File: config.mk
export PLATFORM = sky130hd
export DESIGN_NAME = apr_pin_routing
export DESIGN_NICKNAME = d
export VERILOG_FILES = /design/src/logic/apr_pkg.sv /design/src/logic/apr_pin_routing.sv
export SDC_FILE = /design/constraint.sdc
export NUM_CORES = 1
export LEC_CHECK = 0
export ABC_AREA = 1
export BUFFER_PORTS_ARGS = -buffer_cell sky130_fd_sc_hd__buf_2
export CAP_MARGIN = 10
export CORE_MARGIN = 2
export CORE_UTILIZATION = 40
export CTS_BUF_LIST = sky130_fd_sc_hd__clkbuf_8
export DETAILED_ROUTE_END_ITERATION = 10
export GPL_TIMING_DRIVEN = 0
export PLACE_DENSITY = 0.68
export SLEW_MARGIN = 20
export SYNTH_ARGS = -nofsm -noshare
export SYNTH_HDL_FRONTEND = slang
export SYNTH_SLANG_ARGS = --single-unit
export TNS_END_PERCENT = 30
File: constraint.sdc
create_clock -name pclk -period 1.1 [get_ports pclk]
set_input_delay 0.22 -clock pclk [delete_from_list [all_inputs] [get_ports pclk]]
set_output_delay 0.22 -clock pclk [all_outputs]
set_load 0.05 [all_outputs]
File: src/logic/apr_pkg.sv
// constants for the audio port pin routing block
// assumes an apb slave with 32-bit data on a 250 MHz clock
package apr_pkg;
	localparam int ADDR_W = 8;
	localparam int IDX_W = 6;
	localparam int DATA_W = 32;
	localparam int REG_W = 8;
	localparam int BYTE_LSB = 2;

	// register indices; byte address is four times the index
	localparam logic [IDX_W-1:0] IDX_PAD = 6'h10;
	localparam logic [IDX_W-1:0] IDX_CLK = 6'h11;
	localparam logic [IDX_W-1:0] IDX_DIN = 6'h12;
	localparam logic [IDX_W-1:0] IDX_MIC = 6'h13;

	localparam logic [REG_W-1:0] RST_PAD = 8'h52;
	localparam logic [REG_W-1:0] RST_CLK = 8'h80;
	localparam logic [REG_W-1:0] RST_DIN = 8'h00;
	localparam logic [REG_W-1:0] RST_MIC = 8'h00;

	// writable bits; reserved bits read as zero
	localparam logic [REG_W-1:0] MASK_PAD = 8'hFF;
	localparam logic [REG_W-1:0] MASK_CLK = 8'hFE;
	localparam logic [REG_W-1:0] MASK_DIN = 8'hFC;
	localparam logic [REG_W-1:0] MASK_MIC = 8'hFF;

	// field positions
	localparam int PAD_FN_LSB = 4;
	localparam int PAD_FN_MSB = 7;
	localparam int PAD_VAL_BIT = 3;
	localparam int PAD_DRV_LSB = 0;
	localparam int PAD_DRV_MSB = 2;
	localparam int CLK_PEN_BIT = 7;
	localparam int CLK_FS_LSB = 4;
	localparam int CLK_FS_MSB = 6;
	localparam int CLK_BC_LSB = 1;
	localparam int CLK_BC_MSB = 3;
	localparam int DIN_ONE_LSB = 5;
	localparam int DIN_ONE_MSB = 7;
	localparam int DIN_TWO_LSB = 2;
	localparam int DIN_TWO_MSB = 4;
	localparam int MIC_CH1_BIT = 7;
	localparam int MIC_CH2_BIT = 6;
	localparam int MIC_EDGE_A_BIT = 5;
	localparam int MIC_EDGE_B_BIT = 4;
	localparam int MIC_SRC_A_LSB = 2;
	localparam int MIC_SRC_A_MSB = 3;
	localparam int MIC_SRC_B_LSB = 0;
	localparam int MIC_SRC_B_MSB = 1;

	// pad drive modes
	localparam logic [2:0] DRV_HIZ = 3'h0;
	localparam logic [2:0] DRV_PUSH = 3'h1;
	localparam logic [2:0] DRV_LO_WEAKHI = 3'h2;
	localparam logic [2:0] DRV_LO_HIZ = 3'h3;
	localparam logic [2:0] DRV_WEAKLO_HI = 3'h4;
	localparam logic [2:0] DRV_HIZ_HI = 3'h5;

	// pad functions
	localparam logic [3:0] FN_OFF = 4'h0;
	localparam logic [3:0] FN_INPUT = 4'h1;
	localparam logic [3:0] FN_GPO = 4'h2;
	localparam logic [3:0] FN_IRQ = 4'h3;
	localparam logic [3:0] FN_MODCLK = 4'h4;
	localparam logic [3:0] FN_PDOUT = 4'h5;

	// source codes
	localparam logic [2:0] SRC_OFF = 3'h0;
	localparam logic [2:0] SRC_GP1 = 3'h1;
	localparam logic [2:0] SRC_2A = 3'h2;
	localparam logic [2:0] SRC_1A = 3'h3;
	localparam logic [2:0] SRC_DOUT = 3'h4;
	localparam logic [2:0] SRC_PRIM = 3'h5;

	// bit positions in the synchronised pin vector
	localparam int PIN_GP1 = 0;
	localparam int PIN_2A = 1;
	localparam int PIN_1A = 2;
	localparam int PIN_DOUT = 3;
	localparam int PIN_PFS = 4;
	localparam int PIN_PBCLK = 5;
	localparam int PIN_PDIN = 6;
	localparam int PIN_MCLK = 7;
	localparam int NUM_PINS = 8;
	localparam int NUM_MIC = 4;
endpackage : apr_pkg

File: src/logic/apr_pin_routing.sv
// audio serial port pin routing and pad configuration, apb slave
// assumes pins are asynchronous to pclk; primary_dout and irq_req
// come from logic on pclk
//
// Notes on behaviour
// - pad drive field picks six drive modes
// - primary data input gated by enable bit
// - secondary frame sync source select bits 6-4
// - secondary bit clock source select bits 3-1
// - clock routing bit 0 reads zero
// - secondary data one source select bits 7-5
// - secondary data two source select bits 4-2
// - data routing bits 1-0 read zero
// - bit 7 makes record channel 1 digital
// - bit 6 makes record channel 2 digital
// - bit 5 swaps channel 1/2 latch edges
// - bit 4 swaps channel 3/4 latch edges
// - mic pair a data pin select
// - mic pair b data pin select
// - data-out pin function select, resets to 5
//
// Local design decision: the APB interface to the registers.
`timescale 1ns/10ps
module apr_pin_routing (
	input wire logic pclk,
	input wire logic presetn,
	input wire logic psel,
	input wire logic penable,
	input wire logic pwrite,
	input wire logic [apr_pkg::ADDR_W-1:0] paddr,
	input wire logic [apr_pkg::DATA_W-1:0] pwdata,
	output logic pready,
	output logic [apr_pkg::DATA_W-1:0] prdata,
	output logic pslverr,
	input wire logic general_pin_one_i,
	input wire logic input_pin_2a_i,
	input wire logic input_pin_1a_i,
	input wire logic out_pad_i,
	input wire logic primary_fsync_i,
	input wire logic primary_bclk_i,
	input wire logic primary_din_i,
	input wire logic density_mod_clock_i,
	input wire logic primary_dout,
	input wire logic irq_req,
	output logic out_pad_o,
	output logic out_pad_oe,
	output logic out_pad_pull_up,
	output logic out_pad_pull_down,
	output logic primary_din_o,
	output logic secondary_fsync_o,
	output logic secondary_bclk_o,
	output logic secondary_din1_o,
	output logic secondary_din2_o,
	output logic record_ch1_digital,
	output logic record_ch2_digital,
	output logic [apr_pkg::NUM_MIC-1:0] mic_data,
	output logic [apr_pkg::NUM_MIC-1:0] mic_strobe
);
	localparam int NP = apr_pkg::NUM_PINS;

	// picks a routed pin; codes a field may not use fall to zero
	function automatic logic route_pick(
		input logic [2:0] code,
		input logic [NP-1:0] pins,
		input logic alt,
		input logic allow_dout
	);
		logic v;
		v = 1'b0;
		unique case (code)
			apr_pkg::SRC_GP1: v = pins[apr_pkg::PIN_GP1];
			apr_pkg::SRC_2A: v = pins[apr_pkg::PIN_2A];
			apr_pkg::SRC_1A: v = pins[apr_pkg::PIN_1A];
			apr_pkg::SRC_DOUT: v = allow_dout & pins[apr_pkg::PIN_DOUT];
			apr_pkg::SRC_PRIM: v = alt;
			default: v = 1'b0;
		endcase
		return v;
	endfunction : route_pick

	// ---------------- register file ----------------
	logic [apr_pkg::REG_W-1:0] pad_r, pad_nxt;
	logic [apr_pkg::REG_W-1:0] clk_r, clk_nxt;
	logic [apr_pkg::REG_W-1:0] din_r, din_nxt;
	logic [apr_pkg::REG_W-1:0] mic_r, mic_nxt;
	logic [apr_pkg::DATA_W-1:0] prdata_r, prdata_nxt;
	logic pslverr_r, pslverr_nxt;
	logic [apr_pkg::IDX_W-1:0] idx;
	logic hit;
	logic [apr_pkg::REG_W-1:0] rd_val;
	logic wr_en;
	logic [apr_pkg::REG_W-1:0] wbyte;

	assign idx = paddr[apr_pkg::ADDR_W-1:apr_pkg::BYTE_LSB];
	assign pready = psel & penable;
	assign wr_en = psel & penable & pwrite;
	assign wbyte = pwdata[apr_pkg::REG_W-1:0];

	always_comb begin
		hit = (paddr[apr_pkg::BYTE_LSB-1:0] == 2'h0);
		rd_val = 8'h00;
		unique case (idx)
			apr_pkg::IDX_PAD: rd_val = pad_r;
			apr_pkg::IDX_CLK: rd_val = clk_r & apr_pkg::MASK_CLK;
			apr_pkg::IDX_DIN: rd_val = din_r & apr_pkg::MASK_DIN;
			apr_pkg::IDX_MIC: rd_val = mic_r;
			default: hit = 1'b0;
		endcase
	end

	always_comb begin
		pad_nxt = pad_r;
		clk_nxt = clk_r;
		din_nxt = din_r;
		mic_nxt = mic_r;
		prdata_nxt = prdata_r;
		pslverr_nxt = pslverr_r;
		// answer is prepared in the setup cycle
		if (psel && !penable) begin
			prdata_nxt = hit ? {24'h000000, rd_val} : 32'h00000000;
			pslverr_nxt = !hit;
		end
		if (wr_en && hit) begin
			unique case (idx)
				apr_pkg::IDX_PAD: pad_nxt = wbyte & apr_pkg::MASK_PAD;
				apr_pkg::IDX_CLK: clk_nxt = wbyte & apr_pkg::MASK_CLK;
				apr_pkg::IDX_DIN: din_nxt = wbyte & apr_pkg::MASK_DIN;
				apr_pkg::IDX_MIC: mic_nxt = wbyte & apr_pkg::MASK_MIC;
				default: pad_nxt = pad_r;
			endcase
		end
	end

	always_ff @(posedge pclk or negedge presetn) begin
		if (!presetn) begin
			pad_r <= apr_pkg::RST_PAD;
			clk_r <= apr_pkg::RST_CLK;
			din_r <= apr_pkg::RST_DIN;
			mic_r <= apr_pkg::RST_MIC;
			prdata_r <= 32'h00000000;
			pslverr_r <= 1'b0;
		end else begin
			pad_r <= pad_nxt;
			clk_r <= clk_nxt;
			din_r <= din_nxt;
			mic_r <= mic_nxt;
			prdata_r <= prdata_nxt;
			pslverr_r <= pslverr_nxt;
		end
	end

	assign prdata = prdata_r;
	assign pslverr = pslverr_r & pready;

	// ---------------- pin synchronisers ----------------
	logic [NP-1:0] pin_raw;
	logic [NP-1:0] meta_r, meta_nxt;
	logic [NP-1:0] pin_r, pin_nxt;
	logic mclk_prev_r, mclk_prev_nxt;

	assign pin_raw = {density_mod_clock_i, primary_din_i, primary_bclk_i,
		primary_fsync_i, out_pad_i, input_pin_1a_i, input_pin_2a_i,
		general_pin_one_i};

	always_comb begin
		meta_nxt = pin_raw;
		pin_nxt = meta_r;
		mclk_prev_nxt = pin_r[apr_pkg::PIN_MCLK];
	end

	always_ff @(posedge pclk or negedge presetn) begin
		if (!presetn) begin
			meta_r <= '0;
			pin_r <= '0;
			mclk_prev_r <= 1'b0;
		end else begin
			meta_r <= meta_nxt;
			pin_r <= pin_nxt;
			mclk_prev_r <= mclk_prev_nxt;
		end
	end

	// ---------------- routing and mic capture ----------------
	logic mclk_rise, mclk_fall;
	logic pdin_gated;
	logic mic_a_pin, mic_b_pin;
	logic [apr_pkg::NUM_MIC-1:0] take;
	logic prim_r, prim_nxt;
	logic sfs_r, sfs_nxt;
	logic sbc_r, sbc_nxt;
	logic sd1_r, sd1_nxt;
	logic sd2_r, sd2_nxt;
	logic [apr_pkg::NUM_MIC-1:0] mic_data_r, mic_data_nxt;
	logic [apr_pkg::NUM_MIC-1:0] mic_stb_r, mic_stb_nxt;
	logic edge_a, edge_b;
	logic [1:0] src_a, src_b;

	assign mclk_rise = pin_r[apr_pkg::PIN_MCLK] & ~mclk_prev_r;
	assign mclk_fall = ~pin_r[apr_pkg::PIN_MCLK] & mclk_prev_r;
	assign edge_a = mic_r[apr_pkg::MIC_EDGE_A_BIT];
	assign edge_b = mic_r[apr_pkg::MIC_EDGE_B_BIT];
	assign src_a = mic_r[apr_pkg::MIC_SRC_A_MSB:apr_pkg::MIC_SRC_A_LSB];
	assign src_b = mic_r[apr_pkg::MIC_SRC_B_MSB:apr_pkg::MIC_SRC_B_LSB];

	always_comb begin
		pdin_gated = clk_r[apr_pkg::CLK_PEN_BIT]
			& pin_r[apr_pkg::PIN_PDIN];
		prim_nxt = pdin_gated;
		sfs_nxt = route_pick(
			clk_r[apr_pkg::CLK_FS_MSB:apr_pkg::CLK_FS_LSB], pin_r,
			pin_r[apr_pkg::PIN_PFS], 1'b0);
		sbc_nxt = route_pick(
			clk_r[apr_pkg::CLK_BC_MSB:apr_pkg::CLK_BC_LSB], pin_r,
			pin_r[apr_pkg::PIN_PBCLK], 1'b0);
		sd1_nxt = route_pick(
			din_r[apr_pkg::DIN_ONE_MSB:apr_pkg::DIN_ONE_LSB], pin_r,
			pdin_gated, 1'b1);
		sd2_nxt = route_pick(
			din_r[apr_pkg::DIN_TWO_MSB:apr_pkg::DIN_TWO_LSB], pin_r,
			pdin_gated, 1'b1);
		mic_a_pin = route_pick({1'b0, src_a}, pin_r, 1'b0, 1'b0);
		mic_b_pin = route_pick({1'b0, src_b}, pin_r, 1'b0, 1'b0);
		// edge bit 0: odd channel on falling, even on rising
		take[0] = (src_a != 2'h0) & (edge_a ? mclk_rise : mclk_fall);
		take[1] = (src_a != 2'h0) & (edge_a ? mclk_fall : mclk_rise);
		take[2] = (src_b != 2'h0) & (edge_b ? mclk_rise : mclk_fall);
		take[3] = (src_b != 2'h0) & (edge_b ? mclk_fall : mclk_rise);
		mic_stb_nxt = take;
		mic_data_nxt = mic_data_r;
		for (int i = 0; i < apr_pkg::NUM_MIC; i++) begin
			if (take[i]) begin
				mic_data_nxt[i] = (i < 2) ? mic_a_pin : mic_b_pin;
			end
		end
	end

	always_ff @(posedge pclk or negedge presetn) begin
		if (!presetn) begin
			prim_r <= 1'b0;
			sfs_r <= 1'b0;
			sbc_r <= 1'b0;
			sd1_r <= 1'b0;
			sd2_r <= 1'b0;
			mic_data_r <= '0;
			mic_stb_r <= '0;
		end else begin
			prim_r <= prim_nxt;
			sfs_r <= sfs_nxt;
			sbc_r <= sbc_nxt;
			sd1_r <= sd1_nxt;
			sd2_r <= sd2_nxt;
			mic_data_r <= mic_data_nxt;
			mic_stb_r <= mic_stb_nxt;
		end
	end

	assign primary_din_o = prim_r;
	assign secondary_fsync_o = sfs_r;
	assign secondary_bclk_o = sbc_r;
	assign secondary_din1_o = sd1_r;
	assign secondary_din2_o = sd2_r;
	assign mic_data = mic_data_r;
	assign mic_strobe = mic_stb_r;
	assign record_ch1_digital = mic_r[apr_pkg::MIC_CH1_BIT];
	assign record_ch2_digital = mic_r[apr_pkg::MIC_CH2_BIT];

	// ---------------- data-out pad ----------------
	logic pad_val;
	logic pad_on;
	logic [2:0] drv;
	logic po_r, po_nxt;
	logic poe_r, poe_nxt;
	logic pu_r, pu_nxt;
	logic pd_r, pd_nxt;

	assign drv = pad_r[apr_pkg::PAD_DRV_MSB:apr_pkg::PAD_DRV_LSB];

	always_comb begin
		pad_on = 1'b1;
		pad_val = 1'b0;
		unique case (pad_r[apr_pkg::PAD_FN_MSB:apr_pkg::PAD_FN_LSB])
			apr_pkg::FN_GPO: pad_val = pad_r[apr_pkg::PAD_VAL_BIT];
			apr_pkg::FN_IRQ: pad_val = irq_req;
			apr_pkg::FN_MODCLK: pad_val = pin_r[apr_pkg::PIN_MCLK];
			apr_pkg::FN_PDOUT: pad_val = primary_dout;
			default: pad_on = 1'b0;
		endcase
		po_nxt = pad_val;
		poe_nxt = 1'b0;
		pu_nxt = 1'b0;
		pd_nxt = 1'b0;
		if (pad_on) begin
			unique case (drv)
				apr_pkg::DRV_PUSH: poe_nxt = 1'b1;
				apr_pkg::DRV_LO_WEAKHI: begin
					poe_nxt = ~pad_val;
					pu_nxt = pad_val;
				end
				apr_pkg::DRV_LO_HIZ: poe_nxt = ~pad_val;
				apr_pkg::DRV_WEAKLO_HI: begin
					poe_nxt = pad_val;
					pd_nxt = ~pad_val;
				end
				apr_pkg::DRV_HIZ_HI: poe_nxt = pad_val;
				default: poe_nxt = 1'b0;
			endcase
		end
	end

	always_ff @(posedge pclk or negedge presetn) begin
		if (!presetn) begin
			po_r <= 1'b0;
			poe_r <= 1'b0;
			pu_r <= 1'b0;
			pd_r <= 1'b0;
		end else begin
			po_r <= po_nxt;
			poe_r <= poe_nxt;
			pu_r <= pu_nxt;
			pd_r <= pd_nxt;
		end
	end

	assign out_pad_o = po_r;
	assign out_pad_oe = poe_r;
	assign out_pad_pull_up = pu_r;
	assign out_pad_pull_down = pd_r;
endmodule : apr_pin_routing

# Word level (Yosys, flattened, before mapping)
# Cells that the tools add are included.
[totals] register_bits=96 inputBits=55 out_inout_bits=53 word_cells=109
[op_classes] n_eq_ne=37 mux=21 bitwise=13 n_reduce_logical=15
[ops] cell="one-hot mux 8 bit (4 select lines)" count=1
[ops] cell="equality test 3 x 2 -> 1 bit (second input constant)" count=10
[ops] cell="equality test 3 bit (second input constant)" count=8
[ops] cell="equality test 6 x 5 -> 1 bit (second input constant)" count=4
[ops] cell="equality test 3 x 1 -> 1 bit (second input constant)" count=5
[ops] cell="one-hot mux 1 bit (4 select lines)" count=3
[ops] cell="2-to-1 mux 1 bit" count=11
[ops] cell="AND 1 bit" count=10
[ops] cell="one-hot mux 1 bit (5 select lines)" count=2
[ops] cell="one-hot mux 1 bit (3 select lines)" count=3
[ops] cell="equality test 2 bit (second input constant)" count=4
[ops] cell="equality test 4 x 2 -> 1 bit (second input constant)" count=2
[ops] cell="equality test 4 x 3 -> 1 bit (second input constant)" count=2
[ops] cell="2-to-1 mux 8 bit" count=1
[ops] cell="AND reduction 2 bit" count=4
[ops] cell="OR reduction 4 bit" count=2
[ops] cell="equality test 2 x 1 -> 1 bit (second input constant)" count=2
[ops] cell="nonzero test 2 bit" count=2
[ops] cell="OR reduction 2 bit" count=2
[ops] cell="inverter 1 bit" count=3
[ops] cell="logical AND 1 bit" count=2
[ops] cell="zero test 1 bit" count=2
[ops] cell="zero test 2 bit" count=1

# Depth between registers and ports, before layout
[depth] word_depth=5 depth_mapped=9 ltp_nobuf=8

# Least setup slack after synthesis
# No wires, ideal clock.
[synth_timing] path_kind="in2reg" startpoint="input penable" endpoint="register din_r[3] (netlist name)" setup_time_ns=0.117 t_arrival_ns=1.282 t_required_ns=0.983 slack_ns=-0.299 cell_stages=8 path_cell_list="nand2_1 -> inv_1 -> nand2_1 -> nor2_4 -> buf_4 -> nand2_2 -> nand2_1 -> nand2_1"
[synth_via] elab_chain_len=4
[synth_lines] element="from (decl)" line="apr_pin_routing.sv:28" source="input wire logic penable,"
[synth_lines] element="AND 1 bit"
[synth_lines] element="named net pready" line="apr_pin_routing.sv:32" source="output logic pready,"
[synth_lines] element="AND 1 bit" line="apr_pin_routing.sv:96" source="assign wr_en = psel & penable & pwrite;"
[synth_lines] element="logical AND 1 bit" line="apr_pin_routing.sv:123" source="if (wr_en && hit) begin"
[synth_lines] element="AND reduction 2 bit (no source line)"
[synth_lines] element="to (signal assigned)" line="apr_pin_routing.sv:138" source="din_r <= apr_pkg::RST_DIN;"
[synth_lines] element="to (signal assigned)" line="apr_pin_routing.sv:145" source="din_r <= din_nxt;"
[synth_lines] element="to (decl)" line="apr_pin_routing.sv:84" source="logic [apr_pkg::REG_W-1:0] din_r, din_nxt;"
# The timed path passes the listed nets, and every way through them passes these cells.
# A chain may end at the register's enable or synchronous reset.

# Worst setup path after layout
[layout_timing] startpoint="register pad_r[6] (netlist name)" endpoint="register poe_r (netlist: out_pad_oe)"
[layout_via] elab_chain_len=5
[layout_lines] element="from (decl)" line="apr_pin_routing.sv:82" source="logic [apr_pkg::REG_W-1:0] pad_r, pad_nxt;"
[layout_lines] element="from (signal assigned)" line="apr_pin_routing.sv:136" source="pad_r <= apr_pkg::RST_PAD;"
[layout_lines] element="from (signal assigned)" line="apr_pin_routing.sv:143" source="pad_r <= pad_nxt;"
[layout_lines] element="equality test 4 x 3 -> 1 bit / equality test 4 x 2 -> 1 bit (equally long branches)" line="apr_pin_routing.sv:281" source="unique case (pad_r[apr_pkg::PAD_FN_MSB:apr_pkg::PAD_FN_LSB])"
[layout_lines] element="one-hot mux 1 bit (4 select lines)" line="apr_pin_routing.sv:281"
[layout_lines] element="inverter 1 bit" line="apr_pin_routing.sv:296, apr_pin_routing.sv:299"
[layout_lines] element="one-hot mux 1 bit (3 select lines)" line="apr_pin_routing.sv:293" source="unique case (drv)"
[layout_lines] element="2-to-1 mux 1 bit *" line="apr_pin_routing.sv:292" source="if (pad_on) begin"
[layout_lines] element="named net poe_nxt" line="apr_pin_routing.sv:272" source="logic poe_r, poe_nxt;"
[layout_lines] element="to (signal assigned)" line="apr_pin_routing.sv:318" source="poe_r <= poe_nxt;"
[layout_lines] element="to (decl)" line="apr_pin_routing.sv:272"
# The timed path passes the listed nets; every way through them passes the cells marked *.

==> flow_summary.toml <==
[sta]
skew_ns = 0.00784
min_period_over_period_pct = 116
finalSetupViolations = 25
hold_violations = 0
finalMaxSlewViolations = 0
setup_ws_ns = -0.173
final.min_clock_period_ns = 1.27
grt_setup_unrepaired = "yes"
fmax_mhz = 785
hold_ws_ns = 0.137

[floorplanning]
chipWidth_um = 95.5
dieArea_um2 = 9120
core_area_um2 = 8180
die_h_um = 95.5
num_rows = 33
pin_count = 108
start_util_pct = 41.0

[critical_path]
cp-start-kind = "flip-flop"
critPathMaxStageDelay_ns = 0.55
crit_buf_inv = 1
path_cells = "inv_1 > nor2_1 > nand2_1 > a22oi_1 > nand2_1 > nor2_1"
worstSetupPathType = "reg -> reg"
crit_fanout = 3
cp.required_ns = 1.38
endpoint_kind = "flip-flop"
crit_slowest_cell = "dfstp_2"
cp_data_arrival_time_ns = 1.56
path_delay_family = "flip-flops"

[logic_synthesis]
yosysWarnings = 0
synthFlopType = "dfrtp_1"
avgSynthCellArea_um2 = 8.50
synth_area_leader_cell = "dfrtp_1"
ys_seq_elements = 72
seq_area_frac_synth_pct = 53.9
syn_inst = 394
synth_commonest_cells = "nand2_1, dfrtp_1, nand3_1"
mappedNetlistArea_um2 = 3350
synth.most_common_cell = "nand2_1"
yosys.cell_types.count = 26
synth-edff-count = 0
ys_top_cells_by_area = "dfrtp_1, nand2_1, nand3_1"
synth_top_cell_area_share_pct = 50.8
synthArstFlopShare_pct = 100

[global_route]
grt_pass1_wl_um = 13800
grt_usage_pct = 20.0
grt_max_degree = 41
antenna_found_initial = 0
grt_overflow = 0
first_global_vias = 2816

[pwr]
p_sw_mw = 1.40
p_seq_share_pct = 44.7
irDropWorstVdd_uv = 1130
pwr-share-comb_pct = 9.8
power_mw = 6.06
power_density_nw_per_um2 = 1280
internal_power_mw = 4.66
p_sw_share_pct = 23.1
pwr-share-clk_pct = 45.5
p_leak_nw = 2.48

[clocking]
cts_max_level = 3
cts_tree = "built"
cts_buffers = 9
cts-root-buf = "clkbuf_8"
clkSinkCount = 72
clock_path_buffers = 2
path_clk_slew_ns = 0.08
clkLatencyLatePin_ns = 0.35

[detailed_routing]
vias_per_cell = 4.92
drc = 0
wl_per_cell_um = 13.6
ant_nets = 0
dr.pass1.iters = 5
drt_iter0_markers = 250
num_vias = 3075
drt_wl_total_um = 8480

[placement]
io_buffers = 59
hpwl_um = 5870
dpl.cell_count = 582
place_congestion = 0.926
placedInstanceArea_um2 = 3950

[final_layout]
seqCellArea_um2 = 1810
multi_input_comb_area_um2 = 1430
diodes = 0
fill_cells = 748
drive_above_1_share_pct = 33.5
num-nets-final = 570
layout.cells.non_filler = 625
syn2layout_area_growth_pct = 41.5
final_area_um2 = 4740

[flow_run]
cap_viol_max_count = 0

[worst_hold_path]
hp-class = "in -> reg"

[run_status]
status = "finished with violations"
violations = "setup timing"
## logic make-up after synthesis
| logic type | after synthesis | synth area share [%] |
|---|---|---|
| and+or+nand+nor | 210 | 28.0 |
| DFF | 72 | 53.9 |
| buffers and inverters | 63 | 10.1 |
| AOI/OAI and AO/OA | 48 | 7.81 |
| other | 1 | 0.112 |
## metrics by stage
stage / setup TNS [ns] / util [%] / worst slack, ns
6_report: -0.874 / 58.0 / -0.173
3_5_place_dp: -13.76 / 48.3 / -0.388
3_3_place_gp: -52.63 / 48.0 / -0.570
5_1_grt: -3.24 / 58.0 / -0.258
4_1_cts: -1.12 / 55.8 / -0.130
2_1_floorplan: -0.520 / - / -0.122
## power by group through the flow
stage	clock [mW]	combinational, mW	sequential [mW]
floorplan	0	0.349	2.75
global placement	0	0.514	2.75
detailed placement	0	0.529	2.75
CTS	2.80	0.566	2.70
global route	2.93	0.639	2.71
finish	2.76	0.595	2.71
## layout make-up
cell class | count | area share, %
plain buffers | 30 | 4.88
clock buffers | 10 | 2.90
clock inverters | 6 | 2.77
inverters | 33 | 2.74
multi-input cells | 282 | 30.1
flip-flops and latches | 72 | 38.2
well taps | 105 | 2.77
repair buffers | 87 | 15.7
## worst paths after layout
kind | endpoint | depth (start not counted) | slack [ns] | start
max | out_pad_oe | 6 | -0.17 | pad_r[6]
min | pad_r[1] | 3 | 0.14 | pwdata[1]
max reg2reg | out_pad_oe | 6 | -0.17 | pad_r[6]
min reg2reg | pin_r[2] | 0 | 0.35 | meta_r[2]
max in group asynchronous | pad_r[6] | 3 | 0.16 | presetn
min in group asynchronous | clk_r[6] | 2 | 0.35 | presetn
## cells in the final DEF (no fill, tap or decap), types with 5 or more instances in the layout
cell type / instances
inv_2: 9
nand3_1: 52
nor2_4: 5
o21ai_1: 8
dlygate4sd3_1: 9
clkbuf_8: 10
nor2_1: 12
buf_6: 34
a21oi_1: 15
buf_4: 40
o21ai_0: 10
dfrtp_1: 64
nand4_1: 7
nand2_1: 113
inv_1: 21
buf_2: 32
conb_1: 24
## tightest hold or removal path, stage by stage
cell and delay, ns:
buf_2 0.13, nand3_1 0.09, nand2_1 0.05
## flip-flops by register name, summed over array words and instances, names as in the netlist, 4 cells and up
register and flops:
mic_r 8, pad_r 8, din_r 6, clk_r 7, prdata 8, mic_data 4
meta_r 8, pin_r 8, mic_strobe 4
## repair_timing
item,in CTS,in global routing
setup endpoints to repair,47,75
buffers inserted,7,11
pin swaps,5,13
cloned,0,0
hold buffers,9,0
endpoints found under the hold margin,40,0
gates resized for setup,66,28
## layer usage
metal | GRT usage (%) | vias to the layer above | share of wire (%)
li1 | - | 1487 | -
met1 | 28.1 | 1442 | 43
met2 | 29.3 | 131 | 47
met3 | 6.01 | 15 | 7.8
met4 | 7.62 | 0 | 2.0
met5 | 0 | - | 0
(Power assumes the default switching activity.)
